**src/hw/mrp_pkg.sv**
```systemverilog
// Purpose: Shared constants and types for the memory/ROM pin interface
// Assumes: 125 MHz system clock, all strobes active low at the pins
// Notes: Pin bit 0 is the most significant bit on every bus
package mrp_pkg;
    localparam int MRP_CLK_MHZ = 125;
    localparam int MRP_RAS_PRE_NS = 40;
    localparam int MRP_RAS_PRE_CYC = (MRP_RAS_PRE_NS * MRP_CLK_MHZ + 999) / 1000;
    localparam int MRP_RAS_CAS_NS = 24;
    localparam int MRP_RAS_CAS_CYC = (MRP_RAS_CAS_NS * MRP_CLK_MHZ + 999) / 1000;
    localparam int MRP_CAS_NS = 16;
    localparam int MRP_CAS_CYC = (MRP_CAS_NS * MRP_CLK_MHZ + 999) / 1000;
    localparam int MRP_ROM_NS = 120;
    localparam int MRP_ROM_CYC = (MRP_ROM_NS * MRP_CLK_MHZ + 999) / 1000;
    localparam int MRP_REF_US = 15;
    localparam int MRP_REF_CYC = MRP_REF_US * MRP_CLK_MHZ;
    localparam int MRP_RTC_REF_TICKS = 1;
    localparam logic [7:0] MRP_STROBE_IDLE = 8'hFF;
    localparam logic [1:0] MRP_BUF_IDLE = 2'h3;
    localparam logic [1:0] MRP_BUF_WRITE = 2'h2;
    localparam logic [1:0] MRP_BUF_READ = 2'h1;
    localparam logic [3:0] MRP_TMR_RESET = 4'h0;
    localparam logic [11:0] MRP_REF_RESET = 12'h000;

    typedef enum logic [1:0] {MRP_K_DRAM, MRP_K_ROM0, MRP_K_ROM1} mrp_kind_t;

    typedef struct packed {
        logic valid;
        mrp_kind_t kind;
        logic write;
        logic [2:0] bank;
        logic [12:0] row;
        logic [12:0] col;
        logic [7:0] byte_en;
        logic [20:0] rom_addr;
        logic [7:0] wr_check;
    } mrp_req_t;

    typedef struct packed {
        logic [12:0] addr;
        logic [7:0] ras_n;
        logic [7:0] cas_n;
        logic we_n;
        logic [7:0] check_out;
        logic check_oe_n;
        logic extra_lsb_oe_n;
        logic flash_read_enable_n;
        logic bank0_sel_n;
        logic bank1_sel_n;
        logic read_latch_enable_n;
        logic check_path_read_en_n;
        logic [1:0] buffer_dir_ctrl;
    } mrp_pins_t;
endpackage

```
**src/hw/mrp_mem_if.sv**
```systemverilog
// Purpose: Pin-level DRAM/EDO and ROM/Flash sequencer with refresh
// Assumes: Requests held on REQ until REQ_READY; one request at a time
// Notes: Straps are caught on the third clock after reset release
// Behaviour
// - Extra ROM LSB only for 8-bit bank 0
// - Extra bit extends 8-bit ROM to 2 Mbytes
// - ROM bits 9-20 drive lowest twelve address bits
// - Two buffer controls set direction and high-Z
// - Eight column strobes, strobe 0 most significant
// - Flash output enable only during current read
// - Thirteen-bit multiplexed address, bit 0 most significant
// - Address pins double as ROM address bits
// - Read latch enable opens buffer on reads
// - Check bits driven on write, sampled on read
// - Check path enable opens buffer on reads
// - Eight row strobes, one per bank
// - Bank selects access ROM reads, Flash reads/writes
// - Suspend refresh timed by slow external clock
// - Write enable asserted for DRAM/EDO/Flash writes
`timescale 1ns/1ps
module mrp_mem_if (
    input wire logic CLK_SYS,
    input wire logic RSTN,
    input wire mrp_pkg::mrp_req_t REQ,
    output logic REQ_READY,
    output logic [63:0] RD_CHECK_VALID,
    output logic [7:0] RD_CHECK,
    output logic DONE,
    input wire logic SUSPEND_N,
    input wire logic RTC,
    input wire logic [7:0] CHECK_IN,
    input wire logic FLASH_STRAP_IN,
    input wire logic BANK0_STRAP_IN,
    output mrp_pkg::mrp_pins_t PINS,
    output logic ROM_8BIT,
    output logic ROM_ON_MEM_BUS,
    output logic REFRESH_BUSY
);
    typedef enum logic [2:0] {ST_IDLE, ST_RAS, ST_CAS, ST_PRE, ST_ROM, ST_REF_CAS, ST_REF_RAS} mrp_state_t;

    typedef struct packed {
        mrp_state_t st;
        logic [3:0] tmr;
        logic [11:0] ref_cnt;
        logic ref_pend;
        logic [2:0] rtc_sync;
        logic [1:0] sus_sync;
        logic [1:0] fstrap_sync;
        logic [1:0] bstrap_sync;
        logic [1:0] strap_wait;
        logic strap_done;
        logic rom_8bit;
        logic rom_on_mem;
        mrp_pkg::mrp_req_t cur;
        mrp_pkg::mrp_pins_t pins;
        logic ready;
        logic done;
        logic [7:0] rd_check;
        logic rd_valid;
        logic ref_busy;
    } mrp_st_t;

    mrp_st_t s_reg;
    mrp_st_t s_next;
    logic in_suspend;
    logic rtc_rise;
    logic ref_tick;

    assign in_suspend = ~s_reg.sus_sync[1];
    assign rtc_rise = s_reg.rtc_sync[1] & ~s_reg.rtc_sync[2];
    // Only one tick source is live at a time so the pending flag never misses one
    assign ref_tick = in_suspend ? rtc_rise : (s_reg.ref_cnt == 12'(mrp_pkg::MRP_REF_CYC - 1));

    always_comb begin
        s_next = s_reg;
        s_next.done = 1'b0;
        s_next.rd_valid = 1'b0;
        s_next.ready = 1'b0;
        s_next.rtc_sync = {s_reg.rtc_sync[1:0], RTC};
        s_next.sus_sync = {s_reg.sus_sync[0], SUSPEND_N};
        s_next.fstrap_sync = {s_reg.fstrap_sync[0], FLASH_STRAP_IN};
        s_next.bstrap_sync = {s_reg.bstrap_sync[0], BANK0_STRAP_IN};
        if (!s_reg.strap_done) begin
            // Latch only once both sync stages hold the pin level, not their reset value
            if (s_reg.strap_wait == 2'h2) begin
                s_next.strap_done = 1'b1;
                s_next.rom_8bit = s_reg.fstrap_sync[1];
                s_next.rom_on_mem = s_reg.bstrap_sync[1];
            end else begin
                s_next.strap_wait = s_reg.strap_wait + 2'h1;
            end
        end
        if (in_suspend || ref_tick) begin
            s_next.ref_cnt = mrp_pkg::MRP_REF_RESET;
        end else begin
            s_next.ref_cnt = s_reg.ref_cnt + 12'h001;
        end
        if (ref_tick) begin
            s_next.ref_pend = 1'b1;
        end
        if (s_reg.tmr != mrp_pkg::MRP_TMR_RESET) begin
            s_next.tmr = s_reg.tmr - 4'h1;
        end
        unique case (s_reg.st)
            ST_IDLE: begin
                s_next.pins.ras_n = mrp_pkg::MRP_STROBE_IDLE;
                s_next.pins.cas_n = mrp_pkg::MRP_STROBE_IDLE;
                s_next.pins.we_n = 1'b1;
                s_next.pins.check_oe_n = 1'b1;
                s_next.pins.extra_lsb_oe_n = 1'b1;
                s_next.pins.flash_read_enable_n = 1'b1;
                s_next.pins.bank0_sel_n = 1'b1;
                s_next.pins.bank1_sel_n = 1'b1;
                s_next.pins.read_latch_enable_n = 1'b1;
                s_next.pins.check_path_read_en_n = 1'b1;
                s_next.pins.buffer_dir_ctrl = mrp_pkg::MRP_BUF_IDLE;
                if (s_reg.ref_pend || ref_tick) begin
                    // Refresh wins over requests; clear beats set when tick coincides
                    s_next.ref_pend = 1'b0;
                    s_next.ref_busy = 1'b1;
                    s_next.pins.cas_n = 8'h00;
                    s_next.tmr = 4'(mrp_pkg::MRP_CAS_CYC);
                    s_next.st = ST_REF_CAS;
                end else if (REQ.valid && !in_suspend && s_reg.strap_done) begin
                    s_next.cur = REQ;
                    s_next.ready = 1'b1;
                    if (REQ.kind == mrp_pkg::MRP_K_DRAM) begin
                        s_next.pins.addr = REQ.row;
                        s_next.tmr = 4'(mrp_pkg::MRP_RAS_CAS_CYC);
                        s_next.st = ST_RAS;
                    end else begin
                        // Address pins carry bit 0 then 9..20; check pins carry 1..8
                        s_next.pins.addr = {REQ.rom_addr[20], REQ.rom_addr[11:0]};
                        s_next.pins.check_out = REQ.rom_addr[19:12];
                        s_next.pins.check_oe_n = 1'b0;
                        s_next.pins.extra_lsb_oe_n = ~((REQ.kind == mrp_pkg::MRP_K_ROM0) && s_reg.rom_8bit);
                        s_next.pins.bank0_sel_n = ~(REQ.kind == mrp_pkg::MRP_K_ROM0);
                        s_next.pins.bank1_sel_n = ~(REQ.kind == mrp_pkg::MRP_K_ROM1);
                        s_next.pins.we_n = ~REQ.write;
                        s_next.pins.flash_read_enable_n = REQ.write;
                        s_next.pins.buffer_dir_ctrl = REQ.write ? mrp_pkg::MRP_BUF_WRITE : mrp_pkg::MRP_BUF_READ;
                        s_next.tmr = 4'(mrp_pkg::MRP_ROM_CYC);
                        s_next.st = ST_ROM;
                    end
                end
            end
            ST_RAS: begin
                s_next.pins.ras_n = ~(8'h80 >> s_reg.cur.bank);
                if (s_reg.tmr == mrp_pkg::MRP_TMR_RESET) begin
                    s_next.pins.addr = s_reg.cur.col;
                    s_next.pins.cas_n = ~s_reg.cur.byte_en;
                    s_next.pins.we_n = ~s_reg.cur.write;
                    s_next.pins.check_out = s_reg.cur.wr_check;
                    s_next.pins.check_oe_n = ~s_reg.cur.write;
                    s_next.pins.read_latch_enable_n = s_reg.cur.write;
                    s_next.pins.check_path_read_en_n = s_reg.cur.write;
                    s_next.pins.buffer_dir_ctrl = s_reg.cur.write ? mrp_pkg::MRP_BUF_WRITE : mrp_pkg::MRP_BUF_READ;
                    s_next.tmr = 4'(mrp_pkg::MRP_CAS_CYC);
                    s_next.st = ST_CAS;
                end
            end
            ST_CAS: begin
                if (s_reg.tmr == mrp_pkg::MRP_TMR_RESET) begin
                    if (!s_reg.cur.write) begin
                        s_next.rd_check = CHECK_IN;
                        s_next.rd_valid = 1'b1;
                    end
                    s_next.pins.ras_n = mrp_pkg::MRP_STROBE_IDLE;
                    s_next.pins.cas_n = mrp_pkg::MRP_STROBE_IDLE;
                    s_next.pins.we_n = 1'b1;
                    s_next.pins.check_oe_n = 1'b1;
                    s_next.pins.read_latch_enable_n = 1'b1;
                    s_next.pins.check_path_read_en_n = 1'b1;
                    s_next.pins.buffer_dir_ctrl = mrp_pkg::MRP_BUF_IDLE;
                    s_next.done = 1'b1;
                    s_next.tmr = 4'(mrp_pkg::MRP_RAS_PRE_CYC);
                    s_next.st = ST_PRE;
                end
            end
            ST_ROM: begin
                if (s_reg.tmr == mrp_pkg::MRP_TMR_RESET) begin
                    s_next.pins.we_n = 1'b1;
                    s_next.pins.flash_read_enable_n = 1'b1;
                    s_next.pins.bank0_sel_n = 1'b1;
                    s_next.pins.bank1_sel_n = 1'b1;
                    s_next.pins.check_oe_n = 1'b1;
                    s_next.pins.extra_lsb_oe_n = 1'b1;
                    s_next.pins.buffer_dir_ctrl = mrp_pkg::MRP_BUF_IDLE;
                    s_next.done = 1'b1;
                    s_next.st = ST_IDLE;
                end
            end
            ST_REF_CAS: begin
                if (s_reg.tmr == mrp_pkg::MRP_TMR_RESET) begin
                    // CAS-before-RAS refresh of all banks
                    s_next.pins.ras_n = 8'h00;
                    s_next.tmr = 4'(mrp_pkg::MRP_RAS_CAS_CYC);
                    s_next.st = ST_REF_RAS;
                end
            end
            ST_REF_RAS: begin
                if (s_reg.tmr == mrp_pkg::MRP_TMR_RESET) begin
                    s_next.pins.ras_n = mrp_pkg::MRP_STROBE_IDLE;
                    s_next.pins.cas_n = mrp_pkg::MRP_STROBE_IDLE;
                    s_next.ref_busy = 1'b0;
                    s_next.tmr = 4'(mrp_pkg::MRP_RAS_PRE_CYC);
                    s_next.st = ST_PRE;
                end
            end
            ST_PRE: begin
                if (s_reg.tmr == mrp_pkg::MRP_TMR_RESET) begin
                    s_next.st = ST_IDLE;
                end
            end
            default: begin
                s_next.st = ST_IDLE;
            end
        endcase
    end

    always_ff @(posedge CLK_SYS) begin
        if (!RSTN) begin
            s_reg <= '0;
            s_reg.st <= ST_IDLE;
            s_reg.sus_sync <= 2'h3;
            s_reg.pins.ras_n <= mrp_pkg::MRP_STROBE_IDLE;
            s_reg.pins.cas_n <= mrp_pkg::MRP_STROBE_IDLE;
            s_reg.pins.we_n <= 1'b1;
            s_reg.pins.check_oe_n <= 1'b1;
            s_reg.pins.extra_lsb_oe_n <= 1'b1;
            s_reg.pins.flash_read_enable_n <= 1'b1;
            s_reg.pins.bank0_sel_n <= 1'b1;
            s_reg.pins.bank1_sel_n <= 1'b1;
            s_reg.pins.read_latch_enable_n <= 1'b1;
            s_reg.pins.check_path_read_en_n <= 1'b1;
            s_reg.pins.buffer_dir_ctrl <= mrp_pkg::MRP_BUF_IDLE;
        end else begin
            s_reg <= s_next;
        end
    end

    assign PINS = s_reg.pins;
    assign REQ_READY = s_reg.ready;
    assign DONE = s_reg.done;
    assign RD_CHECK = s_reg.rd_check;
    assign RD_CHECK_VALID = {63'h0, s_reg.rd_valid};
    assign ROM_8BIT = s_reg.rom_8bit;
    assign ROM_ON_MEM_BUS = s_reg.rom_on_mem;
    assign REFRESH_BUSY = s_reg.ref_busy;
endmodule

```
**config.mk**
```make
export PLATFORM = sky130hd
export DESIGN_NAME = mrp_mem_if
export DESIGN_NICKNAME = d
export VERILOG_FILES = /design/src/hw/mrp_pkg.sv /design/src/hw/mrp_mem_if.sv
export SDC_FILE = /design/constraint.sdc
export NUM_CORES = 1
export LEC_CHECK = 0
export BUFFER_PORTS_ARGS = -buffer_cell sky130_fd_sc_hd__buf_2
export CORE_ASPECT_RATIO = 1.1
export CORE_UTILIZATION = 55
export DETAILED_ROUTE_END_ITERATION = 16
export PLACE_DENSITY_LB_ADDON = 0.25
export SLEW_MARGIN = 15
export SYNTH_ARGS = -nofsm -noshare
export SYNTH_HDL_FRONTEND = slang
export SYNTH_SLANG_ARGS = --single-unit
export TNS_END_PERCENT = 10
```
**constraint.sdc**
```tcl
create_clock -name CLK_SYS -period 4.2 [get_ports CLK_SYS]
set_clock_uncertainty 0.05 [all_clocks]
set_input_delay 0 -clock CLK_SYS [delete_from_list [all_inputs] [get_ports CLK_SYS]]
set_output_delay 0 -clock CLK_SYS [all_outputs]
set_load 0.005 [all_outputs]
```
# Word-level counts from Yosys, hierarchy flattened
# Index checks and enable logic that the tools add are counted.
totals:
  wordCells: 164
  reg_bits: 126
classes:
  n_addsub: 3
  shift: 1
  reduce_logical: 34
  mux: 54
  bitwise_logic: 15
  eq_ne: 22
op_table:
  columns: ["op", "count"]
  rows:
  - ["$mux W13", 4]
  - ["$mux W14", 3]
  - ["$mux W7", 6]
  - ["$pmux W8 S5", 1]
  - ["$pmux W8 S4", 1]
  - ["$pmux W13 S2", 1]
  - ["$mux W18", 1]
  - ["$ne A2 B2 Y1 const B", 9]
  - ["$mux W17", 1]
  - ["$mux W16", 1]
  - ["$mux W8", 2]
  - ["$not A8 Y8", 2]
  - ["$pmux W4 S4", 1]
  - ["$pmux W8 S2", 1]
  - ["$reduce_and A4 Y1", 4]
  - ["$mux W3", 5]
  - ["$pmux W3 S5", 1]
  - ["$reduce_and A3 Y1", 5]
  - ["$add A12 B1 Y12 const B", 1]
  - ["$eq A12 B11 Y1 const B", 1]
  - ["$mux W4", 3]
  - ["$not A1 Y1", 12]
  - ["$reduce_bool A4 Y1", 3]
  - ["$mux W10", 1]
  - ["other kinds (32)", 59]

# Longest topological paths before layout
logic_depth:
  depth_word: 7
  ltp_mapped: 10
  ltp_nobuf: 10

# Worst setup path after synthesis
# No wires, ideal clock.
synth_timing:
  path_kind: "register to register"
  startpoint: "register s_reg[156] (netlist bit)"
  endpoint: "register s_reg (netlist bit PINS[27])"
  setup_time_ns: 0.120
  path_stages_with_launch: 8
  path_buffers: 1
  arrival_ns: 2.010
  synth_period_minus_slack_ns: 2.180
  setup_slack_ns: 2.020
  t_required_ns: 4.030
  path_cell_list: "dfxtp_1 > inv_1 > ha_1 > nor3b_2 > inv_2 > a221o_1 > buf_1 > a211o_1"
synth_via:
  elab_chain_len: 3
  elab_cells_between_ends: 5
  classes_between: "eq/ne: 3; reduce/logical: 2"
synth_lines:
  columns: ["item", "line", "text"]
  rows:
  - ["from (decl)", "mrp_mem_if.sv:63", "mrp_st_t s_reg;"]
  - ["from (signal assigned)", "mrp_mem_if.sv:238", "s_reg <= s_next;"]
  - ["$logic_not A4 Y1 *", "mrp_mem_if.sv:163, mrp_mem_if.sv:194, mrp_mem_if.sv:202", null]
  - ["$ne A2 B2 Y1 (no line)", null, null]
  - ["$reduce_and A4 Y1 (no line) *", null, null]
# Every way passes the cells marked *; elsewhere a longest branch is shown, timed or not.
# A chain may end at the register's enable or synchronous reset.

# Worst setup path in the final report
layout_timing:
  startpoint: "register s_reg[161] (netlist bit)"
  endpoint: "register s_reg (netlist bit PINS[11])"
layout_via:
  elab_chain_len: 3
  elab_cells_between_ends: 9
  classes_between: "eq/ne: 5; mux: 1; reduce/logical: 3"
layout_lines:
  columns: ["item", "line", "text"]
  rows:
  - ["$eq A3 B1 Y1 / $logic_not A3 Y1 (equally long branches)", "mrp_mem_if.sv:104", "unique case (s_reg.st)"]
  - ["$ne A2 B2 Y1 (no line) / $reduce_bool A2 Y1 (equally long branches)", null, null]
  - ["$reduce_and A5 Y1 (no line)", null, null]
# Parallel ways exist; a longest one is shown, timed or not.

==> results.py <==
metrics = {
    "timing": {
        "hold_viol": 0,
        "fin_crit_ns": 2.81,
        "timing.final.crit_share_pct": 67.0,
        "drv_slew": 0,
        "report.final.setup_viol": 0,
        "setup_tns_ns": 0,
        "fmax_mhz": 355,
        "worst_pin_slew_ns": 1.08,
        "slew_headroom_pct": 28.0,
        "rsz0062_at_grt": "no",
    },
    "layout": {
        "drive_gt1_share_pct": 22.6,
        "multi_input_area_um2": 3030,
        "layout_common_cells": "buf_2 (144), dfxtp_1 (124), nand2_1 (114)",
        "final_cells": 1065,
        "largest_reg_flops": 60,
        "n_fill_cell": 913,
        "antenna_cells": 0,
        "seqCellArea_um2": 2480,
        "syn2layout_area_growth_pct": 21.9,
        "fin_nets": 996,
        "stdcell_area_um2": 7840,
        "mostFrequentLayoutCell": "buf_2",
    },
    "synthesis": {
        "synth_flop_cell": "dfxtp_1",
        "synth.area.mux_share_pct": 4.98,
        "synthAdderAreaFrac_pct": 1.95,
        "synthCells": 766,
        "synth_top_family_by_area": "compound AO/OA/AOI/OAI gates",
        "ys_ff_latch": 124,
        "async_flop_share_pct": 0,
        "syn-cell-area_um2": 6430,
        "yosys.cell_types.count": 65,
        "synth_seq_area_share_pct": 38.6,
        "synth-simple-area-share_pct": 16.5,
        "yosys_warnings": 0,
        "synth_edf_count": 0,
        "synth-compound-area-share_pct": 18.3,
        "synth.avg_cell_area_um2": 8.40,
        "synth_xor_area_share_pct": 1.50,
    },
    "clocking": {
        "htreeDepth": 4,
        "cts_buffers": 17,
        "ctsResizeCount": 0,
        "cts-root-buf": "clkbuf_16",
        "ctsHoldBuffers": 71,
        "cts.clk_slew.worst_paths_ns": 0.06,
        "cts_tree": "yes",
        "postCtsSetupRepairBufs": 0,
        "clk_latency_ns": 0.42,
        "cts.sinks": 124,
        "clk_path_buf_depth": 2,
    },
    "setup_path": {
        "slowest_delay_ns": 0.56,
        "crit_type": "reg -> reg",
        "crit_chain": "inv_1 > ha_1 > nand2b_1 > buf_4 > o22ai_1 > and2_1 > a211oi_2",
        "cp-start-kind": "flip-flop",
        "cp_max_fo": 35,
        "arrival_ns": 3.01,
        "required_ns": 4.40,
        "cp-end-kind": "flip-flop",
        "critPathSlowestCell": "ha_1",
    },
    "detailed_routing": {
        "vias": 5657,
        "drt_iter0_drc": 455,
        "wl_per_cell_um": 15.1,
        "drtAntennaViolNets": 0,
        "routed_via_density": 5.31,
        "first_pass_iters": 5,
        "routed_wl_um": 16100,
        "route.detailed.drc": 0,
    },
    "placement": {
        "place.gp.congestion": 0.877,
        "dp_cells": 962,
        "dpl_cell_area_um2": 6520,
        "dp_hpwl_um": 10200,
        "port_buffers": 144,
    },
    "grt": {
        "grt_start_max_net_pins": 56,
        "grt_overflow": 0,
        "antenna_found_initial": 0,
        "grt_pass1_vias": 5193,
        "grt.total_usage_pct": 26.3,
        "grt_pass1_wl_um": 25100,
    },
    "flow_run": {
        "cap_violations": 0,
    },
    "floorplanning": {
        "die_w_um": 105,
        "ios": 208,
        "die_area_um2": 12100,
        "core_area_um2": 11400,
        "initial_core_util_pct": 56.2,
        "rows": 41,
        "dieHeight_um": 115,
    },
    "power_and_ir_drop": {
        "p_per_area_nw_per_um2": 554,
        "p_leak_uw": 0.00336,
        "peakVddDrop_v": 0.000328,
    },
    "worst_hold_path": {
        "hp-class": "in -> reg",
    },
    "outcome": {
        "run_status": "completed",
    },
}
==> metrics by stage <==
step	power [uW]	utilization (%)	setup WS, ns	hold WS, ns
2_1_floorplan	2570	-	2.02	0.0515
4_1_cts	4330	68.6	1.43	0.000864
5_1_grt	4590	68.6	1.18	0.0327
3_5_place_dp	2770	57.0	1.46	0.146
3_3_place_gp	2730	57.0	1.59	0.139
6_report	4340	68.6	1.39	0.0172
==> cells in the mapped netlist, drive strengths merged, types with 4 or more instances <==
cell type / number / area, um^2
inv: 14 / 52.6
nand2b: 7 / 46.3
a22oi: 12 / 105
clkbuf: 36 / 135
or3: 4 / 25.0
o211ai: 14 / 105
nor2: 46 / 173
o22a: 8 / 70.1
a211oi: 10 / 115
o21ai: 29 / 149
a21oi: 67 / 335
buf: 131 / 972
nand2: 115 / 434
xor2: 5 / 43.8
and2: 10 / 62.6
dfxtp: 124 / 2480
nand3: 22 / 115
nor3b: 4 / 35.0
ha: 10 / 125
xnor2: 6 / 52.6
nor3: 10 / 50.1
mux2i: 32 / 320
a211o: 4 / 35.0
==> report_power, final <==
group | leakage, uW | switching (uW) | total (uW) | internal (uW)
registers | 0.00101 | 123 | 1470 | 1350
logic | 0.00206 | 794 | 1370 | 580
clock network | 0.000290 | 546 | 1500 | 952
==> critical path: cells and delay by family (launching register included) <==
kind / cells / cell delay (ns)
compound gates: 2 / 0.67
simple gates: 2 / 0.64
fa+ha+maj: 1 / 0.56
buf+inv: 2 / 0.37
flops: 1 / 0.36
==> logic make-up (layout without fill, tap and decap cells) <==
| family | after synthesis | in the layout |
|---|---|---|
| fa+ha+maj | 10 | 10 |
| simple gates | 234 | 234 |
| mux | 32 | 32 |
| flops | 124 | 124 |
| buf+inv | 181 | 268 |
| other cells | 1 | 63 |
| xor+xnor | 11 | 11 |
| compound gates | 173 | 173 |
==> worst paths after layout <==
check	slack (ns)	cells after the start	endpoint	start
worst max-delay path	1.39	7	PINS[11]$_SDFFE_PN0P_	s_reg[161]$_SDFFE_PN0P_
worst min register to register	0.38	1	s_reg[137]$_SDFF_PN0_	s_next[137]$_SDFF_PN0_
worst min-delay path	0.02	5	PINS[38]$_SDFFE_PN0P_	REQ[12]
worst max register to register	1.39	7	PINS[11]$_SDFFE_PN0P_	s_reg[161]$_SDFFE_PN0P_
==> routing by layer <==
layer	routed length, um	vias to the layer above	part of all wire (%)	global-route usage (%)
met2	8110	248	50	45.3
met1	6690	2664	41	31.1
met3	906	42	5.6	6.30
met4	422	0	2.6	12.8
met5	0	-	0	0
li1	-	2703	-	-
==> cell type report <==
| class | count | share of cell area (%) |
|---|---|---|
| clock buffers | 19 | 5.65 |
| clock inverters | 13 | 2.12 |
| inverters | 14 | 0.670 |
| multi-input cells | 523 | 38.6 |
| flip-flops and latches | 124 | 31.7 |
| well taps | 150 | 2.39 |
| repair buffers | 222 | 18.9 |
(Power assumes the default switching activity.)
